`src/inc/dpt_defines.svh`:
```
// offsets, field positions, reset values and port framing for the pll tuning bank
`ifndef DPT_DEFINES_SVH
`define DPT_DEFINES_SVH

`define DPT_ADDR_W 15
`define DPT_ADDR_DETECTOR 15'h01b1
`define DPT_ADDR_AMPLITUDE 15'h01b2
`define DPT_ADDR_BAND_LOW 15'h01b3
`define DPT_ADDR_BAND_CTRL 15'h01b4
`define DPT_ADDR_SWEEP 15'h01b5
`define DPT_ADDR_OSC 15'h01b6
`define DPT_ADDR_RECAL 15'h01b7
`define DPT_ADDR_STATUS 15'h01b8

`define DPT_DLY_LSB 2
`define DPT_EDGE_BIT 1
`define DPT_AMP_OVR_BIT 7
`define DPT_LOAD_BYP_BIT 7
`define DPT_CAL_OFS_LSB 3
`define DPT_BAND_OVR_BIT 1
`define DPT_BAND_TOP_BIT 0
`define DPT_SWEEP_LSB 4
`define DPT_OSC_RST_BIT 6
`define DPT_OSC_SEL_LSB 4
`define DPT_RECAL_BIT 7
`define DPT_COMP_BIT 6
`define DPT_DONE_BIT 5
`define DPT_BUSY_BIT 4

`define DPT_RST_DLY 2'h1
`define DPT_RST_CAL_OFS 4'hf
`define DPT_RST_SWEEP 4'h8
`define DPT_RST_OSC_RST 1'h1
`define DPT_RST_OSC_LVL 4'ha

`define DPT_INSTR_LAST 4'hf
`define DPT_BYTE_LAST 4'h7
`define DPT_RW_BIT 15

`endif

```
`src/inc/dpt_pkg.sv`:
```
// types shared by the pll tuning register bank
package dpt_pkg;
    typedef logic [7:0] dpt_byte_t;
    typedef enum logic [1:0] {
        DPT_ST_INSTR = 2'b01,
        DPT_ST_DATA = 2'b10
    } dpt_state_e;
endpackage : dpt_pkg

```
`src/inc/dpt_serial_if.sv`:
```
// synchronised serial port events passed from the pin front end to the bank
`timescale 1ns/1ps
interface dpt_serial_if;
    logic sclk_rise;
    logic sclk_fall;
    logic selected;
    logic data_bit;
    modport front (output sclk_rise, output sclk_fall, output selected, output data_bit);
    modport bank (input sclk_rise, input sclk_fall, input selected, input data_bit);
endinterface : dpt_serial_if

```
`src/verilog/dpt_spi_front.sv`:
```
// pin synchronisers and clock edge detection for the serial programming port
`timescale 1ns/1ps
module dpt_spi_front (
    input wire logic clk,
    input wire logic resetn,
    input wire logic spi_sclk,
    input wire logic spi_cs_n,
    input wire logic spi_sdio_in,
    dpt_serial_if.front port
);
    // stage 0 feeds stage 1 only; everything downstream reads stage 1 and later
    logic [2:0] sync_0;
    logic [2:0] sync_1;
    logic sclk_prev;

    always_ff @(posedge clk or negedge resetn) begin
        if (!resetn) begin
            sync_0 <= 3'h6;
            sync_1 <= 3'h6;
            sclk_prev <= 1'b1;
        end else begin
            sync_0 <= {spi_cs_n, spi_sclk, spi_sdio_in};
            sync_1 <= sync_0;
            sclk_prev <= sync_1[1];
        end
    end

    assign port.selected = ~sync_1[2];
    assign port.sclk_rise = port.selected & sync_1[1] & ~sclk_prev;
    assign port.sclk_fall = port.selected & ~sync_1[1] & sclk_prev;
    assign port.data_bit = sync_1[0];
endmodule : dpt_spi_front

```
`src/verilog/dpt_pll_tuning_regs.sv`:
```
// pll tuning register bank behind the serial programming port
`timescale 1ns/1ps
`include "dpt_defines.svh"
module dpt_pll_tuning_regs
    import dpt_pkg::*;
(
    input wire logic clk,
    input wire logic resetn,
    input wire logic spi_sclk,
    input wire logic spi_cs_n,
    input wire logic spi_sdio_in,
    output logic spi_sdio_out,
    output logic spi_sdio_oe,
    input wire logic [6:0] auto_amplitude_word,
    input wire logic [8:0] auto_band,
    input wire logic pump_cal_done_in,
    input wire logic pump_comparator_in,
    input wire logic oscillator_cal_busy_in,
    input wire logic [3:0] pump_cal_code_in,
    output logic [1:0] detector_delay_select,
    output logic detector_edge_select,
    output logic amplitude_override_enable,
    output logic [6:0] amplitude_word,
    output logic band_override_enable,
    output logic [8:0] tuning_band,
    output logic load_delay_bypass,
    output logic [3:0] calibration_start_offset,
    output logic [3:0] amplitude_sweep_start,
    output logic oscillator_logic_reset,
    output logic [1:0] oscillator_bit_select,
    output logic [3:0] oscillator_level,
    output logic synth_manual_recal,
    output logic synth_recal_start,
    output logic [5:0] pump_bleed_offset
);
    dpt_serial_if port ();

    dpt_spi_front dpt_spi_front_i (
        .clk(clk),
        .resetn(resetn),
        .spi_sclk(spi_sclk),
        .spi_cs_n(spi_cs_n),
        .spi_sdio_in(spi_sdio_in),
        .port(port)
    );

    // serial protocol: 16-bit instruction, then streamed data bytes
    dpt_state_e state;
    dpt_state_e next_state;
    logic [3:0] bit_cnt;
    logic [15:0] instr_sr;
    logic [6:0] data_sr;
    logic read_mode;
    logic [14:0] addr;
    dpt_byte_t rd_shift;

    wire instr_done = (state == DPT_ST_INSTR) & port.sclk_rise & (bit_cnt == `DPT_INSTR_LAST);
    wire byte_done = (state == DPT_ST_DATA) & port.sclk_rise & (bit_cnt == `DPT_BYTE_LAST);
    wire [15:0] instr_word = {instr_sr[14:0], port.data_bit};
    wire dpt_byte_t wdata = {data_sr, port.data_bit};
    wire wr_strobe = byte_done & ~read_mode;
    // the direction bit of a fresh instruction steers the pin at once, so a write
    // that follows a read never drives the data line for a stray cycle
    wire next_read_mode = instr_done ? instr_word[`DPT_RW_BIT] : read_mode;

    always_comb begin
        next_state = state;
        case (state)
            DPT_ST_INSTR: begin
                if (instr_done) begin
                    next_state = DPT_ST_DATA;
                end
            end
            DPT_ST_DATA: next_state = DPT_ST_DATA;
            default: next_state = DPT_ST_INSTR;
        endcase
        if (!port.selected) begin
            next_state = DPT_ST_INSTR;
        end
    end

    always_ff @(posedge clk or negedge resetn) begin
        if (!resetn) begin
            state <= DPT_ST_INSTR;
        end else begin
            state <= next_state;
        end
    end

    // a deselect mid-byte drops the partial byte; nothing is committed
    always_ff @(posedge clk or negedge resetn) begin
        if (!resetn) begin
            bit_cnt <= 4'h0;
        end else if (!port.selected || instr_done || byte_done) begin
            bit_cnt <= 4'h0;
        end else if (port.sclk_rise) begin
            bit_cnt <= bit_cnt + 4'h1;
        end
    end

    always_ff @(posedge clk or negedge resetn) begin
        if (!resetn) begin
            instr_sr <= 16'h0000;
            data_sr <= 7'h00;
        end else if (port.sclk_rise) begin
            instr_sr <= instr_word;
            data_sr <= wdata[6:0];
        end
    end

    // streaming walks upward one address per byte
    always_ff @(posedge clk or negedge resetn) begin
        if (!resetn) begin
            read_mode <= 1'b0;
            addr <= 15'h0000;
        end else if (instr_done) begin
            read_mode <= instr_word[`DPT_RW_BIT];
            addr <= instr_word[14:0];
        end else if (byte_done) begin
            addr <= addr + 15'h0001;
        end
    end

    // status synchronisers: analog calibration runs on its own timing
    localparam int NSTAT = 7;
    logic [NSTAT-1:0] stat_async;
    logic [NSTAT-1:0] stat_0;
    logic [NSTAT-1:0] stat_1;

    assign stat_async = {pump_comparator_in, pump_cal_done_in, oscillator_cal_busy_in,
                         pump_cal_code_in};

    // code bits cross one by one; read the code only once done is seen set
    genvar gi;
    generate
        for (gi = 0; gi < NSTAT; gi++) begin : g_stat_sync
            always_ff @(posedge clk or negedge resetn) begin
                if (!resetn) begin
                    stat_0[gi] <= 1'b0;
                    stat_1[gi] <= 1'b0;
                end else begin
                    stat_0[gi] <= stat_async[gi];
                    stat_1[gi] <= stat_0[gi];
                end
            end
        end
    endgenerate

    // write decode
    wire wr_det = wr_strobe & (addr == `DPT_ADDR_DETECTOR);
    wire wr_amp = wr_strobe & (addr == `DPT_ADDR_AMPLITUDE);
    wire wr_blo = wr_strobe & (addr == `DPT_ADDR_BAND_LOW);
    wire wr_bct = wr_strobe & (addr == `DPT_ADDR_BAND_CTRL);
    wire wr_swp = wr_strobe & (addr == `DPT_ADDR_SWEEP);
    wire wr_osc = wr_strobe & (addr == `DPT_ADDR_OSC);
    wire wr_rcl = wr_strobe & (addr == `DPT_ADDR_RECAL);

    logic [6:0] forced_amplitude_word;
    logic [7:0] forced_band_low;
    logic forced_band_top;

    // only defined field bits are stored, so reserved positions never hold state
    always_ff @(posedge clk or negedge resetn) begin
        if (!resetn) begin
            detector_delay_select <= `DPT_RST_DLY;
            detector_edge_select <= 1'b0;
        end else if (wr_det) begin
            detector_delay_select <= wdata[`DPT_DLY_LSB +: 2];
            detector_edge_select <= wdata[`DPT_EDGE_BIT];
        end
    end

    always_ff @(posedge clk or negedge resetn) begin
        if (!resetn) begin
            amplitude_override_enable <= 1'b0;
            forced_amplitude_word <= 7'h00;
        end else if (wr_amp) begin
            amplitude_override_enable <= wdata[`DPT_AMP_OVR_BIT];
            forced_amplitude_word <= wdata[6:0];
        end
    end

    always_ff @(posedge clk or negedge resetn) begin
        if (!resetn) begin
            forced_band_low <= 8'h00;
        end else if (wr_blo) begin
            forced_band_low <= wdata;
        end
    end

    always_ff @(posedge clk or negedge resetn) begin
        if (!resetn) begin
            load_delay_bypass <= 1'b0;
            calibration_start_offset <= `DPT_RST_CAL_OFS;
            band_override_enable <= 1'b0;
            forced_band_top <= 1'b0;
        end else if (wr_bct) begin
            load_delay_bypass <= wdata[`DPT_LOAD_BYP_BIT];
            calibration_start_offset <= wdata[`DPT_CAL_OFS_LSB +: 4];
            band_override_enable <= wdata[`DPT_BAND_OVR_BIT];
            forced_band_top <= wdata[`DPT_BAND_TOP_BIT];
        end
    end

    always_ff @(posedge clk or negedge resetn) begin
        if (!resetn) begin
            amplitude_sweep_start <= `DPT_RST_SWEEP;
        end else if (wr_swp) begin
            amplitude_sweep_start <= wdata[`DPT_SWEEP_LSB +: 4];
        end
    end

    always_ff @(posedge clk or negedge resetn) begin
        if (!resetn) begin
            oscillator_logic_reset <= `DPT_RST_OSC_RST;
            oscillator_bit_select <= 2'h0;
            oscillator_level <= `DPT_RST_OSC_LVL;
        end else if (wr_osc) begin
            oscillator_logic_reset <= wdata[`DPT_OSC_RST_BIT];
            oscillator_bit_select <= wdata[`DPT_OSC_SEL_LSB +: 2];
            oscillator_level <= wdata[3:0];
        end
    end

    // a rising write of the recal bit also fires a one-cycle start pulse
    always_ff @(posedge clk or negedge resetn) begin
        if (!resetn) begin
            synth_manual_recal <= 1'b0;
            synth_recal_start <= 1'b0;
            pump_bleed_offset <= 6'h00;
        end else begin
            synth_recal_start <= wr_rcl & wdata[`DPT_RECAL_BIT] & ~synth_manual_recal;
            if (wr_rcl) begin
                synth_manual_recal <= wdata[`DPT_RECAL_BIT];
                pump_bleed_offset <= wdata[5:0];
            end
        end
    end

    // applied words: override muxes, registered so outputs come from flops
    wire [6:0] next_amplitude_word = amplitude_override_enable ? forced_amplitude_word
                                                               : auto_amplitude_word;
    wire [8:0] next_tuning_band = band_override_enable ? {forced_band_top, forced_band_low}
                                                       : auto_band;

    always_ff @(posedge clk or negedge resetn) begin
        if (!resetn) begin
            amplitude_word <= 7'h00;
            tuning_band <= 9'h000;
        end else begin
            amplitude_word <= next_amplitude_word;
            tuning_band <= next_tuning_band;
        end
    end

    // readback: write-only and reserved bits read as zero
    dpt_byte_t rb_det;
    dpt_byte_t rb_amp;
    dpt_byte_t rb_bct;
    dpt_byte_t rb_swp;
    dpt_byte_t rb_osc;
    dpt_byte_t rb_rcl;
    dpt_byte_t rb_sts;

    always_comb begin
        rb_det = 8'h00;
        rb_det[`DPT_DLY_LSB +: 2] = detector_delay_select;
        rb_det[`DPT_EDGE_BIT] = detector_edge_select;
        rb_amp = 8'h00;
        rb_amp[`DPT_AMP_OVR_BIT] = amplitude_override_enable;
        rb_bct = 8'h00;
        rb_bct[`DPT_LOAD_BYP_BIT] = load_delay_bypass;
        rb_bct[`DPT_CAL_OFS_LSB +: 4] = calibration_start_offset;
        rb_bct[`DPT_BAND_OVR_BIT] = band_override_enable;
        rb_swp = 8'h00;
        rb_swp[`DPT_SWEEP_LSB +: 4] = amplitude_sweep_start;
        rb_osc = 8'h00;
        rb_osc[`DPT_OSC_RST_BIT] = oscillator_logic_reset;
        rb_osc[`DPT_OSC_SEL_LSB +: 2] = oscillator_bit_select;
        rb_osc[3:0] = oscillator_level;
        rb_rcl = 8'h00;
        rb_rcl[`DPT_RECAL_BIT] = synth_manual_recal;
        rb_rcl[5:0] = pump_bleed_offset;
        rb_sts = 8'h00;
        rb_sts[`DPT_COMP_BIT] = stat_1[6];
        rb_sts[`DPT_DONE_BIT] = stat_1[5];
        rb_sts[`DPT_BUSY_BIT] = stat_1[4];
        rb_sts[3:0] = stat_1[3:0];
    end

    wire dpt_byte_t rd_data =
        (addr == `DPT_ADDR_DETECTOR) ? rb_det :
        (addr == `DPT_ADDR_AMPLITUDE) ? rb_amp :
        (addr == `DPT_ADDR_BAND_CTRL) ? rb_bct :
        (addr == `DPT_ADDR_SWEEP) ? rb_swp :
        (addr == `DPT_ADDR_OSC) ? rb_osc :
        (addr == `DPT_ADDR_RECAL) ? rb_rcl :
        (addr == `DPT_ADDR_STATUS) ? rb_sts : 8'h00;

    // load a byte on the first falling edge of each data byte, shift on the rest
    wire rd_load = (state == DPT_ST_DATA) & read_mode & port.sclk_fall & (bit_cnt == 4'h0);
    wire rd_step = (state == DPT_ST_DATA) & read_mode & port.sclk_fall & (bit_cnt != 4'h0);

    always_ff @(posedge clk or negedge resetn) begin
        if (!resetn) begin
            rd_shift <= 8'h00;
        end else if (rd_load) begin
            rd_shift <= rd_data;
        end else if (rd_step) begin
            rd_shift <= {rd_shift[6:0], 1'b0};
        end
    end

    always_ff @(posedge clk or negedge resetn) begin
        if (!resetn) begin
            spi_sdio_out <= 1'b0;
            spi_sdio_oe <= 1'b0;
        end else begin
            spi_sdio_out <= rd_load ? rd_data[7] : rd_shift[7];
            if (rd_step) begin
                spi_sdio_out <= rd_shift[6];
            end
            spi_sdio_oe <= (next_state == DPT_ST_DATA) & next_read_mode & port.selected;
        end
    end
endmodule : dpt_pll_tuning_regs

```
`config.mk`:
```
export PLATFORM = sky130hd
export DESIGN_NAME = dpt_pll_tuning_regs
export DESIGN_NICKNAME = d
export VERILOG_FILES = /design/src/inc/dpt_pkg.sv /design/src/inc/dpt_serial_if.sv /design/src/verilog/dpt_spi_front.sv /design/src/verilog/dpt_pll_tuning_regs.sv
export VERILOG_INCLUDE_DIRS = /design/src /design/src/inc
export SDC_FILE = /design/constraint.sdc
export NUM_CORES = 1
export LEC_CHECK = 0
export BUFFER_PORTS_ARGS = -buffer_cell sky130_fd_sc_hd__buf_2
export CAP_MARGIN = 20
export CORE_ASPECT_RATIO = 0.8
export CORE_MARGIN = 1.5
export CORE_UTILIZATION = 38
export CTS_BUF_LIST = sky130_fd_sc_hd__clkbuf_8
export DETAILED_ROUTE_END_ITERATION = 6
export SETUP_SLACK_MARGIN = 0.02
export SLEW_MARGIN = 5
export SYNTH_ARGS = -nofsm -noshare
export SYNTH_HDL_FRONTEND = slang
export SYNTH_SLANG_ARGS = --single-unit
```
`constraint.sdc`:
```
create_clock -name clk -period 2.4 [get_ports clk]
set_clock_uncertainty 0.2 [all_clocks]
set_input_delay 0 -clock clk [delete_from_list [all_inputs] [get_ports clk]]
set_output_delay 0 -clock clk [all_outputs]
set_load 0.005 [all_outputs]
```
==> flow_summary.ini <==
[run_status]
status = finished with violations
violations = DRC

[routing]
ant_nets = 0
drc = 4
vias = 4211
wl_per_cell_um = 18.2
first_pass_iters = 7
wl_um = 14700
vias_per_cell = 5.22
drt-initial-drc-count = 316

[critical_path]
critPathArrivalTime_ns = 2.40
slowest_delay_ns = 0.56
cp_max_fo = 16
crit_path_cell_trace = or3b_4 > or3_4 > buf_4 > o311ai_0
critPathLaunchType = register
worstPathBufferInverterCount = 1
crit_path_end_kind = register
crit_path_end = addr[3]
crit_slowest_cell = dfstp_2
crit_type = register to register
path_delay_family = simple AND/OR/NAND/NOR gates
worstSetupStartpoint = dpt_spi_front_i.sync_1[1]
r2r_start = dpt_spi_front_i.sync_1[1]
r2r_slack_ns = 0.12
cp.depth = 4
required_ns = 2.52
r2r_cells = 4
timing.rr.end = addr[3]

[yosys]
syn_nets = 501
ys_top_cells_by_count = dfrtp_1 (114), mux2_2 (75), nand2_1 (37)
synth_edf_count = 0
synthFlopType = dfrtp_1
netlist_top_cells_area = dfrtp_1 (50%), mux2_2 (15%), dfstp_2 (6.9%), nand2_1 (2.4%), o21ai_0 (2.0%)
yosysWarnings = 0
synth_cells = 465
synthDistinctLibCells = 60
synth_top_area_frac = 0.500
yosysTopAreaCell = dfrtp_1
synth_most_common_cell = dfrtp_1
yosysSeqAreaShare = 0.569
syn_avg_cell_area_um2 = 12.3
ys_ff_latch = 129
synth_area_um2 = 5700
async_flop_share = 1.00

[clock_network]
cts_buffers = 17
clk_latency_ns = 0.45
cts_tree = done
htree_levels = 4
clockBufferDepth = 2
worst_setup_hold_path_clk_slew_ns = 0.08
cts-root-buf = clkbuf_8
cts_sinks = 129

[power_and_ir_drop]
power_frac_clock = 0.400
power_density_nw_per_um2 = 619
vdd_drop_max_mv = 0.335
power.internal_mw = 3.37
switching_share = 0.258
pwr-share-seq = 0.544
power_mw = 4.54
p_sw_mw = 1.17
power_frac_comb = 0.057
p_leak_nw = 3.40

[cells_and_area]
fin_area_um2 = 7340
antennaDiodeCount = 0
syn_to_final_growth_pct = 28.7
nets = 646
post-route-util = 0.508
final_layout_size_suffix_gt1_frac = 0.400

[floorplanning]
num_rows = 39
dieArea_um2 = 15800
design.core.area_um2 = 14400
die_y_um = 113
floorplan.initialDensity = 0.395
io_pins = 75
die_x_um = 140

[sta]
rsz0062_at_grt = false
worstMarginPinSlew_ns = 0.496
hold_viol = 0
max_freq_ghz = 0.439
layout_worst_path_cycle_share = 0.950
final.setup.tns_ns = 0
setup_viol = 0
maxSlewHeadroom = 0.665
drv_slew = 0
hold_slack_ns = 0.103
fin_crit_ns = 2.28

[grt]
busiest_layer = met2
grtUsageTotal = 0.203
grt_start_max_net_pins = 54
met3_usage = 0.0636
overflow = 0
antenna_found_initial = 0
use_met2 = 0.296
grt_util_met1 = 0.291
first_global_vias = 4460
grt_pass1_wl_um = 24300

[placed_design]
dpl_cell_area_um2 = 6490
finalWeightedCongestion = 0.839
io_buffers = 74
dpl.hpwl_um = 9920

[worst_hold_path]
hold_class = input port to register

[run]
maxCapViolCount = 0
-- final cells by class --
| cell class | count | area [um^2] |
|---|---|---|
| fill | 1302 | 7110 |
| sequential | 129 | 3250 |
| multi-input combinational | 304 | 2350 |
| timing repair buffer | 148 | 1080 |
| clock buffer | 18 | 248 |
| tap | 184 | 230 |
| clock inverter | 14 | 139 |
| inverter | 10 | 37.5 |
-- sequential cells by signal (all words and copies together), names as in the netlist, 6 cells and up --
register               cells
addr                      15
amplitude_word             7
forced_amplitude_word      7
forced_band_low            8
instr_sr                  15
pump_bleed_offset          6
rb_sts                     7
rd_shift                   8
stat_0                     7
tuning_band                9
-- power by group through the flow --
stage / registers (mW) / clock network [mW] / logic [mW]
after CTS: 2.47 / 1.87 / 0.261
after global routing: 2.48 / 1.98 / 0.286
after detailed placement: 2.51 / 0 / 0.206
after floorplan: 2.40 / 0 / 0.104
after global placement: 2.51 / 0 / 0.199
final: 2.47 / 1.82 / 0.257
-- how the worst min path moves through the flow --
stage,startpoint,end,slack [ns],cells past startpoint
CTS,auto_amplitude_word[3],amplitude_word[3],0.08,3
global route,auto_band[2],tuning_band[2],0.09,3
floorplan,resetn,addr[0],-0.50,0
detailed placement,resetn,amplitude_word[6],-0.13,1
finish,auto_band[2],tuning_band[2],0.10,3
global placement,resetn,amplitude_word[2],-0.14,1
-- tightest hold or removal path, stage by stage --
cell and delay, ns:
dlygate4sd3_1 0.52, buf_2 0.09, mux2_2 0.12
-- metal layers --
metal | share of wire | vias up
met3 | 0.067 | 11
met5 | 0 | -
met2 | 0.43 | 129
met1 | 0.49 | 2079
li1 | - | 1992
met4 | 0.0082 | 0
-- kinds of logic after synthesis --
logic type | count (synthesis) | synth area share
buffers and inverters | 32 | 0.0248
muxes | 75 | 0.148
and+or+nand+nor | 130 | 0.134
xor gates and xnor gates | 6 | 0.00922
DFF | 129 | 0.569
AOI/OAI and AO/OA | 85 | 0.0972
adders and majority gates | 8 | 0.0176
-- what timing repair did --
| action | in CTS | in global routing |
|---|---|---|
| setup endpoints to repair | 0 | 16 |
| gates resized for setup | 0 | 10 |
| hold buffers | 39 | 0 |
| endpoints found under the hold margin | 143 | 0 |
| buffers inserted | 0 | 1 |
-- layout by cell type (no fill, tap or decap), types with 3 or more instances in the layout --
master         Yosys  routed
nor3b_1            6       6
o311ai_0           4       4
inv_1             10      11
ha_1               8       8
buf_4              0      32
o21ai_0           23      23
nor3_2             2       3
o211ai_1           3       3
nand4_1            6       6
dfrtp_1          114     113
nor3_1            10       9
a21oi_1           21      21
a31oi_1            3       3
a22oi_1            5       5
nor2b_1            6       4
buf_2              5      73
and3_1             6       6
mux2_2            75      75
nand2b_1           3       3
a221o_1            3       3
o31ai_1            4       4
dlygate4sd3_1      0      38
clkinvlp_4         0       5
dfstp_2           15      15
nor2_1            15      15
nand3_1           14      14
nand2_1           37      37
clkinv_2           0       4
clkbuf_8           0      18
buf_12             0       3
xor2_1             5       5
and4_1             5       4
-- metrics by stage --
step | instances | setup slack, ns
2_1_floorplan | 465 | 0.0606
3_3_place_gp | 735 | 0.107
3_5_place_dp | 735 | 0.0521
4_1_cts | 806 | 0.0620
5_1_grt | 807 | 0.0271
6_report | 807 | 0.120
(Power assumes the default switching activity.)
